**config.mk**
```make
export PLATFORM = sky130hd
export DESIGN_NAME = eitr_top
export DESIGN_NICKNAME = d
export VERILOG_FILES = /design/src/eitr_pkg.sv /design/src/eitr_top.sv /design/src/eitr_chan.sv
export VERILOG_INCLUDE_DIRS = /design/src
export SDC_FILE = /design/constraint.sdc
export NUM_CORES = 1
export LEC_CHECK = 0
export BUFFER_PORTS_ARGS = -buffer_cell sky130_fd_sc_hd__buf_4
export CAP_MARGIN = 20
export CORE_MARGIN = 2
export CORE_UTILIZATION = 40
export DETAILED_ROUTE_END_ITERATION = 10
export MAX_ROUTING_LAYER = met4
export PLACE_DENSITY = 0.67
export SKIP_CTS_REPAIR_TIMING = 1
export SYNTH_ARGS = -nofsm -noshare
export SYNTH_HDL_FRONTEND = slang
export SYNTH_HIERARCHICAL = 1
export SYNTH_SLANG_ARGS = --single-unit
```
**constraint.sdc**
```tcl
create_clock -name clk -period 1.84 [get_ports clk]
set_input_delay 0.276 -clock clk [delete_from_list [all_inputs] [get_ports clk]]
set_output_delay 0.276 -clock clk [all_outputs]
set_load 0.02 [all_outputs]
```
**src/eitr_map.svh**
```systemverilog
// Constants for the external interrupt and transfer-request unit
`ifndef EITR_MAP_SVH
`define EITR_MAP_SVH
`define EITR_NUM_IN        5
`define EITR_IDX_RX        4
`define EITR_DET_LOW       2'h0
`define EITR_DET_HIGH      2'h1
`define EITR_DET_RISE      2'h2
`define EITR_DET_FALL      2'h3
`define EITR_VEC_A         8'h0F
`define EITR_VEC_B         8'h18
`define EITR_VEC_C         8'h1B
`define EITR_CNT_W         8
`define EITR_CNT_LAST      8'h01
`define EITR_NONE_PEND     5'h00
`endif

```
**src/eitr_pkg.sv**
```systemverilog
// Types for the external interrupt and transfer-request unit
`include "eitr_map.svh"
package eitr_pkg;
    typedef enum logic [1:0] {EITR_IDLE, EITR_XFER, EITR_BRANCH} eitr_state_t;
    typedef struct packed {
        eitr_state_t                state;
        logic [`EITR_CNT_W-1:0]     xfer_left;
        logic                       xfer_pulse;
        logic                       irq;
        logic [7:0]                 vector;
    } eitr_core_t;
endpackage

```
**src/eitr_top.sv**
```systemverilog
// External interrupt and transfer-request unit, top level
`timescale 1ns/100ps
`include "eitr_map.svh"
module eitr_top
    import eitr_pkg::*;
(
    // Clock and reset
    input  wire logic                    clk,
    input  wire logic                    rst_b,
    // Request pins
    input  wire logic                    ext_req_line_a,
    input  wire logic                    ext_req_line_b,
    input  wire logic                    ext_req_line_c,
    input  wire logic                    ext_req_line_d,
    input  wire logic                    can_rx,
    // Control
    input  wire logic [9:0]              detect_level_select_reg,
    input  wire logic [4:0]              ext_irq_enable_reg,
    input  wire logic [4:0]              cause_clear,
    input  wire logic                    transfer_service_enable,
    input  wire logic [`EITR_CNT_W-1:0]  xfer_count,
    input  wire logic                    xfer_done,
    input  wire logic                    irq_ack,
    // Status and requests
    output logic [4:0]                   ext_irq_cause_reg,
    output logic                         xfer_req,
    output logic                         irq_req,
    output logic [7:0]                   irq_vector,
    output logic                         wakeup
);
    // ****************************************
    // Input channels
    // ****************************************
    logic [4:0] pins;
    logic [4:0] pend;
    eitr_core_t st_reg, st_next;

    // ****************************************
    // Timing overview
    // ****************************************
    // Pin change seen at edge 0 of the machine clock
    // Edge 1: first sync flop holds the new level
    // Edge 2: second sync flop holds it; detector sees it
    // Edge 3: cause bit latches the detected condition
    // Edge 4: request or transfer pulse leaves the sequencer
    // Total: four edges from pin to request output
    //
    // Level modes re-set the cause every cycle the level holds
    // Software must clear the cause after moving the pin away,
    // otherwise a held level raises a fresh request at once
    //
    // Edge modes fire once per transition
    // Previous-sample flop starts at zero like idle pins,
    // so no false rising edge follows reset
    //
    // Transfer mode masks edge detection on every channel;
    // only the level modes can drive the transfer engine
    //
    // The enable mask acts after the cause flag:
    // a blocked input still records its cause for polling
    //
    // Bus receive line shares the path of the four request
    // lines; its masked cause doubles as the wakeup output
    //
    // Limitation: pulses shorter than one clock period may
    // be missed by the synchroniser; slow edges are safe

    assign pins = {can_rx, ext_req_line_d, ext_req_line_c, ext_req_line_b, ext_req_line_a};

    // One detector per input
    genvar g;
    generate
        for (g = 0; g < `EITR_NUM_IN; g++) begin : g_chan
            eitr_chan u_chan (
                .clk        (clk),
                .rst_b      (rst_b),
                .pin        (pins[g]),
                .det_sel    (detect_level_select_reg[2*g+1:2*g]),
                .level_only (transfer_service_enable),
                .cause_clr  (cause_clear[g]),
                .cause      (ext_irq_cause_reg[g])
            );
        end
    endgenerate

    assign pend = ext_irq_cause_reg & ext_irq_enable_reg;

    // ****************************************
    // Vector selection
    // ****************************************
    // Three vectors serve five inputs, so inputs share them
    // Lowest group wins when several causes are pending;
    // the handler then polls the cause bits to tell them apart
    //
    // Trade-off: fixed priority keeps the logic small but a
    // busy low group can delay a higher group indefinitely
    // if software never clears the low group's cause
    //
    // The vector is captured with the request and held
    // while the request stands, so it cannot change under
    // the handler even if new causes arrive meanwhile

    // Vector grouping: a,b -> first; c,d -> second; bus receive -> third
    function automatic logic [7:0] eitr_vec(input logic [4:0] p);
        if (p[1:0] != 2'h0) begin
            eitr_vec = `EITR_VEC_A;
        end else if (p[3:2] != 2'h0) begin
            eitr_vec = `EITR_VEC_B;
        end else begin
            eitr_vec = `EITR_VEC_C;
        end
    endfunction

    // ****************************************
    // Service sequencing
    // ****************************************
    // Idle: waits for any enabled pending cause
    //
    // Service off: the request goes straight to the handler
    // and stands until the processor acknowledges it
    //
    // Service on: each request issues a single transfer pulse
    // and then waits for the engine to report completion
    // The counter loads on the first transfer of a series
    // and counts down on each completion; the last
    // completion raises the handler request
    //
    // A count of zero is treated like one, so a series
    // always has at least one transfer before the branch
    //
    // Hazard: the engine is trusted to answer each pulse;
    // a missing completion leaves the sequencer waiting
    //
    // Between transfers the sequencer passes through idle,
    // so a cleared cause ends the series early without a
    // handler request, as the count is kept for the next one

    // Transfer mode counts completed transfers before the handler branch
    always_comb begin
        st_next            = st_reg;
        st_next.xfer_pulse = 1'b0;
        unique case (st_reg.state)
            EITR_IDLE: begin
                if (pend != `EITR_NONE_PEND) begin
                    st_next.vector = eitr_vec(pend);
                    if (transfer_service_enable) begin
                        st_next.state      = EITR_XFER;
                        st_next.xfer_pulse = 1'b1;
                        if (st_reg.xfer_left == '0) begin
                            st_next.xfer_left = xfer_count;
                        end
                    end else begin
                        st_next.state = EITR_BRANCH;
                        st_next.irq   = 1'b1;
                    end
                end
            end
            EITR_XFER: begin
                // Wait for the transfer engine before taking the next request
                if (xfer_done) begin
                    if (st_reg.xfer_left <= `EITR_CNT_LAST) begin
                        st_next.xfer_left = '0;
                        st_next.state     = EITR_BRANCH;
                        st_next.irq       = 1'b1;
                    end else begin
                        st_next.xfer_left = st_reg.xfer_left - `EITR_CNT_LAST;
                        st_next.state     = EITR_IDLE;
                    end
                end
            end
            EITR_BRANCH: begin
                if (irq_ack) begin
                    st_next.irq   = 1'b0;
                    st_next.state = EITR_IDLE;
                end
            end
            default: st_next.state = EITR_IDLE;
        endcase
    end

    always_ff @(posedge clk or negedge rst_b) begin
        if (!rst_b) begin
            st_reg <= '{state: EITR_IDLE, default: '0};
        end else begin
            st_reg <= st_next;
        end
    end

    // ****************************************
    // Outputs
    // ****************************************
    // Request, pulse and vector come straight from flops,
    // so the interrupt system sees glitch-free levels
    //
    // Wakeup is combinational from the masked cause so it
    // can reach the clock control without an extra cycle;
    // its inputs are flops, so it does not glitch either
    //
    // The transfer pulse is one cycle wide; the engine must
    // capture it on the edge that follows it

    assign xfer_req   = st_reg.xfer_pulse;
    assign irq_req    = st_reg.irq;
    assign irq_vector = st_reg.vector;
    assign wakeup     = pend[`EITR_IDX_RX];
endmodule // eitr_top

```
**src/eitr_chan.sv**
```systemverilog
// One request channel: synchroniser, detector and cause flag
`timescale 1ns/100ps
`include "eitr_map.svh"
module eitr_chan
    import eitr_pkg::*;
(
    // Clock and reset
    input  wire logic       clk,
    input  wire logic       rst_b,
    // Pin and control
    input  wire logic       pin,
    input  wire logic [1:0] det_sel,
    input  wire logic       level_only,
    input  wire logic       cause_clr,
    // Status
    output logic            cause
);
    typedef struct packed {
        logic s1;
        logic s2;
        logic prev;
        logic cause;
    } eitr_chan_t;
    eitr_chan_t st_reg, st_next;
    logic       hit;

    // Detection and next state; edges masked in transfer mode
    // A new hit beats a clear so no event is lost
    always_comb begin
        st_next       = st_reg;
        hit           = 1'b0;
        unique case (det_sel)
            `EITR_DET_LOW:  hit = !st_reg.s2;
            `EITR_DET_HIGH: hit = st_reg.s2;
            `EITR_DET_RISE: hit = !level_only && st_reg.s2 && !st_reg.prev;
            `EITR_DET_FALL: hit = !level_only && !st_reg.s2 && st_reg.prev;
        endcase
        st_next.s1    = pin;
        st_next.s2    = st_reg.s1;
        st_next.prev  = st_reg.s2;
        st_next.cause = hit | (st_reg.cause & !cause_clr);
    end

    always_ff @(posedge clk or negedge rst_b) begin
        if (!rst_b) begin
            st_reg <= '0;
        end else begin
            st_reg <= st_next;
        end
    end

    assign cause = st_reg.cause;
endmodule // eitr_chan

```
[Yosys cells after proc, flatten, opt, wreduce, memory -nomap -nowiden]
Cells that the tools add are included.
Word-level totals
  output and inout port bits: 16
  flip-flop bits (word level): 40
  word-level logic and storage cells: 136
  input port bits: 38
Operators by class
  multiplexer cells: 22
  reduce and logical (&&, ||, !) cells: 52
  order comparisons: 1
  bitwise logic cells: 11
  eq/ne operators: 24
  add/subtract/negate cells: 1
Operators with widths (count)
  equality test 2 bit, second input constant: 11
  logical AND 1 bit: 20
  two-way mux 10 bit: 2
  two-way mux 20 bit: 1
  one-hot mux 1 bit (4 select lines): 5
  zero test 1 bit: 16
  one-hot mux 8 bit (2 select lines): 1
  inequality test 2 bit, second input constant: 7
  equality test 2 x 1 -> 1 bit, second input constant: 6
  zero test 2 bit: 6
  two-way mux 9 bit: 1
  <= comparator 8 x 1 -> 1 bit, second input constant: 1
  zero test 8 bit: 1
  two-way mux 8 bit: 1
  subtractor 8 x 1 -> 8 bit, second input constant: 1
  two-way mux 2 bit: 3
  one-hot mux 2 bit (3 select lines): 1
  AND reduction 6 bit: 1
  nonzero test 2 bit: 3
  bitwise AND 1 bit: 5
  bitwise AND 5 bit: 1
  two-way mux 1 bit: 5
  two-way mux 5 bit: 1
  bitwise OR 1 bit: 5
  6 further kinds: 6

[Logic depth before layout (Yosys ltp)]
Gate-level depths: netlist of run 1.
  depth in word-level cells: 6
  gate-level depth with buffers: 8
  depth with buffers taken out: 6

[By module]
The synthesis of run 1 kept the hierarchy.
Modules (own cells, without submodules)
  eitr_top: area an instance 1127.3 µm², sequential area each 400.4 µm², instances 1, cells an instance 123
  eitr_chan: area an instance 147.6 µm², sequential area each 100.1 µm², instances 5, cells an instance 12

[Least setup slack after synthesis of run 1]
No wires, ideal clock.
  path type: register to register
  start point: register st_reg[19] (netlist bit)
  end point: register st_reg[17] (netlist bit)
  clock period less this slack: 1997 ps
  setup slack: -157 ps
  cell stages (with the launch flop): 8
  path buffers: 1
  data required time: 1763 ps
  data arrival time: 1921 ps
  library setup time: 77 ps
  cells stage by stage: dfrtp_1 inv_1 ha_1 clkbuf_2 or4b_2 nor4_1 a32oi_1 o21ai_1
Between the ends
  word-level cells in the longest chain between the ends: 3
  elaborated cells on any way between the ends: 9
  classes of those cells: 5 x eq/ne; 1 x mux; 3 x reduce/logical
Ends and longest elaborated chain
  from (decl): line eitr_top.sv:36  | eitr_core_t st_reg, st_next;
  from (signal assigned): line eitr_top.sv:185  | st_reg <= st_next;
  equality test 2 x 1 -> 1 bit / zero test 2 bit (equally long branches): line eitr_top.sv:142  | unique case (st_reg.state)
  inequality test 2 bit (no line) / nonzero test 2 bit (equally long branches)
  AND reduction 5 bit (no line)
Several ways; a longest one is shown, not always the timed one.
A chain may end at the register's enable or synchronous reset.

[Worst setup path after layout of run 1]
  start point: register st_reg[15] (netlist bit)
  end point: register st_reg[11] (netlist bit)
Between the ends
  word-level cells in the longest chain between the ends: 4
  elaborated cells on any way between the ends: 7
  classes of those cells: 1 x order compare; 1 x eq/ne; 3 x mux; 2 x reduce/logical
Ends and longest elaborated chain
  <= comparator 8 x 1 -> 1 bit (no line)
  two-way mux 10 bit: line eitr_top.sv:161  | if (st_reg.xfer_left <= `EITR_CNT_LAST) begin
  two-way mux 10 bit: line eitr_top.sv:160  | if (xfer_done) begin
  one-hot mux 8 bit (2 select lines): line eitr_top.sv:142
Several ways; a longest one is shown, not always the timed one. The select of a mux whose other input is x is not followed.

==> metrics, run 1 <==
port bufs 50; antenna diode count 0; outcome finished, violations left; clock latency at the later pin of the worst-skew pair between 0.2 and 0.3 ns; Yosys reg bits 36; Seq/Total Area, Yosys 48.3%; Die X 72.3 um; Synth Flop Type dfrtp_1; area delta synth->final 40.8%; cell area after synthesis 1870 um2; synth warn 6; failing checks setup timing; Synth top area share 48.3%; Residual DRC 0; Hold WC Path Type input pin to register; Final Max Slew Viols 0; Yosys top cell by area dfrtp_1; vias in the first global route 1681; Placeable Area about 4400 um2; Async SR Flop Fraction 100%; Achievable Freq 532 MHz; Final Hold Fails 0; gr usage total 19.6%; Core Rows 24; clock buffer depth 2; top cell family by delay on the critical path simple AND/OR/NAND/NOR gates; TritonCTS clock tree built; Crit path buffers/inverters 1; R2R cell count 5; initial antenna violation count 0; Post-synth EDFFs 0; Routed WL per cell 14.7 um; first-pass GRT wire length ~7600 um; Avg Inst Size Synth 10.2 um2; fin crit share 102%; DR vias around 1700; crit-path max FO 3; Worst Path Required about 2.0 ns; Final ANT Viol Nets 0; WL final between 4000 and 5000 um; Final Wtd Congestion 0.895; Hold Crit Depth 1; cts bufs inserted 5; clock-pin transition on the worst setup and hold timing paths roughly 0.070 ns; Root Buffer clkbuf_8; Lkg Pwr 1.25 nW; largest net degree at the start of global routing 37; CTS Sinks 36; starting density of the core 42.3%; DP Wirelength roughly 3400 um; nets between 300 and 400; Die ar. 5230 um2; crit start category register; First-pass DRT Iterations 4; Critical Path AT 2.06 ns; 1st-iter DRT viols 110; DR vias/cell 5.32; layout cells sized above 1 38.8%; Ports between 50 and 60; WP depth 5; final worst slack -0.0407 ns; reg-to-reg setup timing slack -0.04 ns; RSZ-0062 raised after global routing yes; final period demand of the worst path approximately 1.9 ns; Slowest-stage cell, CP or4_4; pre-CTS setup slack -0.0140 ns; Max IR drop VDD 0.569 mV; Max-Cap Viols 0; pwr dens 1340 nW/um2; post-synthesis cell count 183; crit path capture type register; die outline height about 72 um; max incr delay on CP 0.56 ns; largest cells by area after synthesis dfrtp_1 (48%), ha_1 (4.7%), inv_1 (3.8%); Final Util 59.5%; htree depth 2; grt total ovfl 0; crit path kind register to register; Synth cell types between 40 and 50; worst-path cell chain or4_4 > o41ai_4 > buf_4 > o2bb2ai_2 > mux2_4; Final Setup Violations 2; clock skew 0.00530 ns
==> metal layers <==
metal / vias up / share of wire [%] / GRT usage [%]
met3: 14 / 5.4 / 4.31
met4: 0 / 3.1 / 9.01
li1: 804 / - / -
met1: 792 / 45 / 24.8
met5: - / 0 / -
met2: 51 / 46 / 30.1
==> per-stage QoR <==
step	cell area, um2	power [mW]	setup TNS, ns	instances	hold slack [ns]
detailed placement	2440	2.69	-0.0140	300	0.258
floorplan	1900	2.07	-0.0224	185	-0.0196
CTS	2550	3.40	-0.0394	308	-0.0601
finish	2630	3.52	-0.0755	312	0.0852
global route	2630	3.76	-0.530	312	0.0732
global placement	2440	2.68	0	300	0.259
==> where the power goes <==
part	total (mW)	internal, mW	leakage, nW	switching (mW)
Clock	0.694	0.401	0.0541	0.293
Sequential	1.15	0.971	0.428	0.176
Combinational	1.68	0.836	0.764	0.847
Total	3.52	2.21	1.25	1.32
==> cell families (layout without fill, tap and decap cells) <==
family	Yosys count	in the layout	synth area share (%)
adder cells (fa/ha/maj)	7	7	4.69
buffers and inverters	31	106	8.05
AND/OR/NAND/NOR	41	41	11.3
XOR/XNOR	5	5	2.35
multiplexers	4	4	2.35
AO/OA/AOI/OAI	58	58	22.7
flip-flops	36	36	48.3
other	1	3	0.201
==> layout by cell type (no fill, tap or decap), types with 2 or more instances in the layout <==
master and count:
buf_4 77, nor2_1 7, a22o_1 2, clkbuf_8 5, nand3_1 3, inv_2 2, o2bb2ai_1 2, nor3_1 2
o22ai_1 11, a22oi_1 3, inv_1 17, dfrtp_2 2, a32oi_1 4, nand2b_1 7, dfrtp_1 34, a21o_1 2
xor2_1 5, o21ai_1 4, o31ai_1 2, a31o_1 5, nand2_1 12, a21oi_1 6, o21ai_0 8, ha_1 5
mux2_4 2, and3_1 2, conb_1 3, and2_1 2
==> cells in the mapped netlist (2+ instances only) <==
master	instances
a32oi_1	4
buf_2	2
nor2_1	7
xor2_1	5
nand2_1	12
nor3_1	2
nand2b_1	7
mux2_2	2
ha_1	7
o21ai_0	11
o31ai_1	2
o2bb2ai_1	3
a21oi_1	6
nand3_1	3
a21o_1	2
dfrtp_1	36
and2_1	2
o22ai_1	11
a22oi_1	3
inv_1	19
a22o_1	2
nor4_1	3
and3_1	2
a31o_1	5
buf_4	8
==> area by class of cell <==
| class | instances | area, um2 |
|---|---|---|
| multi-input cells | 118 | 876 |
| fillers | 368 | 1790 |
| flip-flops and latches | 36 | 903 |
| clock buffers | 5 | 68.8 |
| clock inverters | 3 | 42.5 |
| repair buffers | 79 | 599 |
| inverters | 19 | 71.3 |
| well taps | 52 | 65.1 |
==> worst reg2reg max path, delay by kind of cell (launching register included) <==
kind / cells / cell delay, ns
AOI/OAI and AO/OA: 2 / 0.37
buffers and inverters: 1 / 0.18
DFF: 1 / 0.40
muxes: 1 / 0.26
and+or+nand+nor: 1 / 0.56
==> final timing paths <==
kind	startpoint	endpoint
setup / recovery	st_reg[15]	st_reg[11]
hold / removal	ext_req_line_d	g_chan[3].u_chan/st_next[2]
setup reg to reg	st_reg[15]	st_reg[11]
hold reg to reg	g_chan[1].u_chan/st_next[2]	g_chan[1].u_chan/st_next[1]
max in group asynchronous	rst_b	g_chan[2].u_chan/cause
min in group asynchronous	rst_b	g_chan[3].u_chan/st_reg[1]
Note: power is estimated with default switching activity, not from simulation.
==> run 2: changes to the inputs <==
CORE_UTILIZATION = 46   (was 40)
PLACE_DENSITY = 0.75   (was 0.67)
==> run 2 against run 1 <==
The flow still finishes with violations (setup timing). Clock-buffer cell count is 2 higher. First-iteration DRC count rose by 43%. Combinational power is 6% lower. Sequential share of layout area up 1.0 points. Routed wire length down 4.6%. Clock power shrank 16%. Sequential power is essentially flat. Fmax grew 1.5%. Utilization up 5.3 points. Non-clock buffer count is 6 lower. Final cell count down 2.6%. Critical endpoint is now irq_req. Largest cell class unchanged. Largest power group unchanged.
==> metrics, run 2 (same netlist as run 1, synthesis figures left out) <==
Slowest-stage cell, CP or4_4 (unchanged); nets 298 (was 304); final period demand of the worst path 1.85 ns (was 1.88 ns); worst flop-to-flop path startpoint st_reg[15] (unchanged); initial antenna violation count 0 (unchanged); Achievable Freq 540 MHz (was 532 MHz); largest net degree at the start of global routing 37 (unchanged); R2R cell count 4 (was 5); Residual DRC 0 (unchanged); die outline height 67.7 um (was 72.3 um); vias in the first global route 1548 (was 1681); WL final 4360 um (was 4580 um); WHS 0.0900 ns (was 0.0852 ns); Routed WL per cell 14.4 um (was 14.7 um); Hold WC Path Type input pin to register (unchanged); Final Util 64.8% (was 59.5%); DP Cell Count 290 (was 300); final non-filler cell total 304 (was 312); Core Rows 23 (was 24); failing checks setup timing (unchanged); Critical Path AT 2.03 ns (was 2.06 ns); final worst slack -0.0125 ns (was -0.0407 ns); area delta synth->final 36.9% (was 40.8%); crit path capture type register (unchanged); cts bufs inserted 5 (unchanged); TritonCTS clock tree built (unchanged); port bufs 50 (unchanged); DP Wirelength 3200 um (was 3380 um); max incr delay on CP 0.56 ns (about the same); pwr dens 1300 nW/um2 (was 1340 nW/um2); Overall Power 3.32 mW (was 3.52 mW); Final ANT Viol Nets 0 (unchanged); Final Hold Fails 0 (unchanged); RSZ-0062 raised after global routing yes (unchanged); clock-pin transition on the worst setup and hold timing paths 0.07 ns (about the same); antenna diode count 0 (unchanged); clock skew 0.00547 ns (was 0.00530 ns); First-pass DRT Iterations 4 (unchanged); crit-path max FO 3 (unchanged); Hold Path Sink g_chan[2].u_chan/st_next[2] (was g_chan[3].u_chan/st_next[2]); setup TNS -0.0157 ns (was -0.0755 ns); reg-to-reg setup timing slack -0.01 ns (was -0.04 ns); Die X 67.7 um (was 72.3 um); gr usage total 21.5% (was 19.6%); clock buffer depth 2 (unchanged); Placeable Area 3940 um2 (was 4410 um2); flip-flop and latch area 905 um2 (was 903 um2); starting density of the core 47.3% (was 42.3%); htree depth 2 (unchanged); Final Max Slew Viols 0 (unchanged); R2R Path End irq_req (was st_reg[11]); first-pass GRT wire length 7080 um (was 7600 um); Final Wtd Congestion 0.914 (was 0.895); fin crit share 101% (was 102%); area of the multi-input gates 867 um2 (was 876 um2); most frequent cells in the layout buf_4 (71), dfrtp_1 (33), inv_1 (18) (was buf_4 (77), dfrtp_1 (34), inv_1 (17)); Root Buffer clkbuf_8 (unchanged); outcome finished, violations left (unchanged); Ports 54 (unchanged); Final Setup Violations 2 (unchanged); 1st-iter DRT viols 157 (was 110); Hold Crit Depth 1 (unchanged); Max IR drop VDD 0.586 mV (was 0.569 mV); grt total ovfl 0 (unchanged); Worst Path Required 2.02 ns (about the same); crit start category register (unchanged); crit path kind register to register (unchanged); worst-path cell chain or4_4 > o41ai_4 > nand4_1 > mux2_1 (was or4_4 > o41ai_4 > buf_4 > o2bb2ai_2 > mux2_4); DR vias/cell 5.37 (was 5.32); CTS Sinks 36 (unchanged); Lkg Pwr 1.20 nW (was 1.25 nW); HP Start ext_req_line_c (was ext_req_line_d); commonest non-fill, non-tap cell in the layout buf_4 (unchanged); Max-Cap Viols 0 (unchanged); layout cells sized above 1 36.6% (was 38.8%); Die ar. 4580 um2 (was 5230 um2); DR vias 1633 (was 1661); filler cell count 311 (was 368); clock latency at the later pin of the worst-skew pair 0.29 ns (about the same)
-- run 2: area by class of cell --
type                            instances  share of cell area (%)
Sequential cell                        36                    35.4
Tap cell                               50                    2.45
Clock buffer                            7                    3.38
Inverter                               19                    2.79
Timing Repair Buffer                   73                    21.7
Multi-Input combinational cell        118                    34.0
Clock inverter                          1                   0.294
-- run 2: report_power, final --
part | switching [mW] | internal, mW
clock network | 0.278 | 0.304
logic | 0.813 | 0.768
registers | 0.185 | 0.973
-- run 2: layer usage --
| layer | vias up | global-route usage (%) | part of all wire [%] |
|---|---|---|---|
| met5 | - | - | 0 |
| met3 | 8 | 5.00 | 4.9 |
| li1 | 790 | - | - |
| met2 | 48 | 34.6 | 50 |
| met4 | 0 | 8.67 | 1.7 |
| met1 | 787 | 26.2 | 43 |
-- run 2: critical path: cells and delay by family (launching register included) --
kind	cells	cell delay, ns
DFF	1	0.41
AOI/OAI and AO/OA	1	0.30
muxes	1	0.33
and+or+nand+nor	2	0.71
-- run 2: worst max-delay path by stage --
stage | cells past startpoint | to | start | slack (ns)
floorplan | 5 | st_reg[11] | g_chan[2].u_chan/cause | -0.02
global placement | 6 | st_reg[15] | st_reg[19] | -0.03
detailed placement | 6 | st_reg[16] | st_reg[19] | -0.06
CTS | 6 | st_reg[16] | st_reg[19] | -0.07
global route | 4 | irq_req | st_reg[15] | -0.08
finish | 4 | irq_req | st_reg[15] | -0.01
-- run 2: metrics by stage --
step                      setup slack (ns)  cell area [um2]
final                              -0.0125             2550
after global routing               -0.0816             2550
after CTS                          -0.0710             2470
after detailed placement           -0.0605             2380
after global placement             -0.0282             2380
after floorplan                    -0.0224             1900
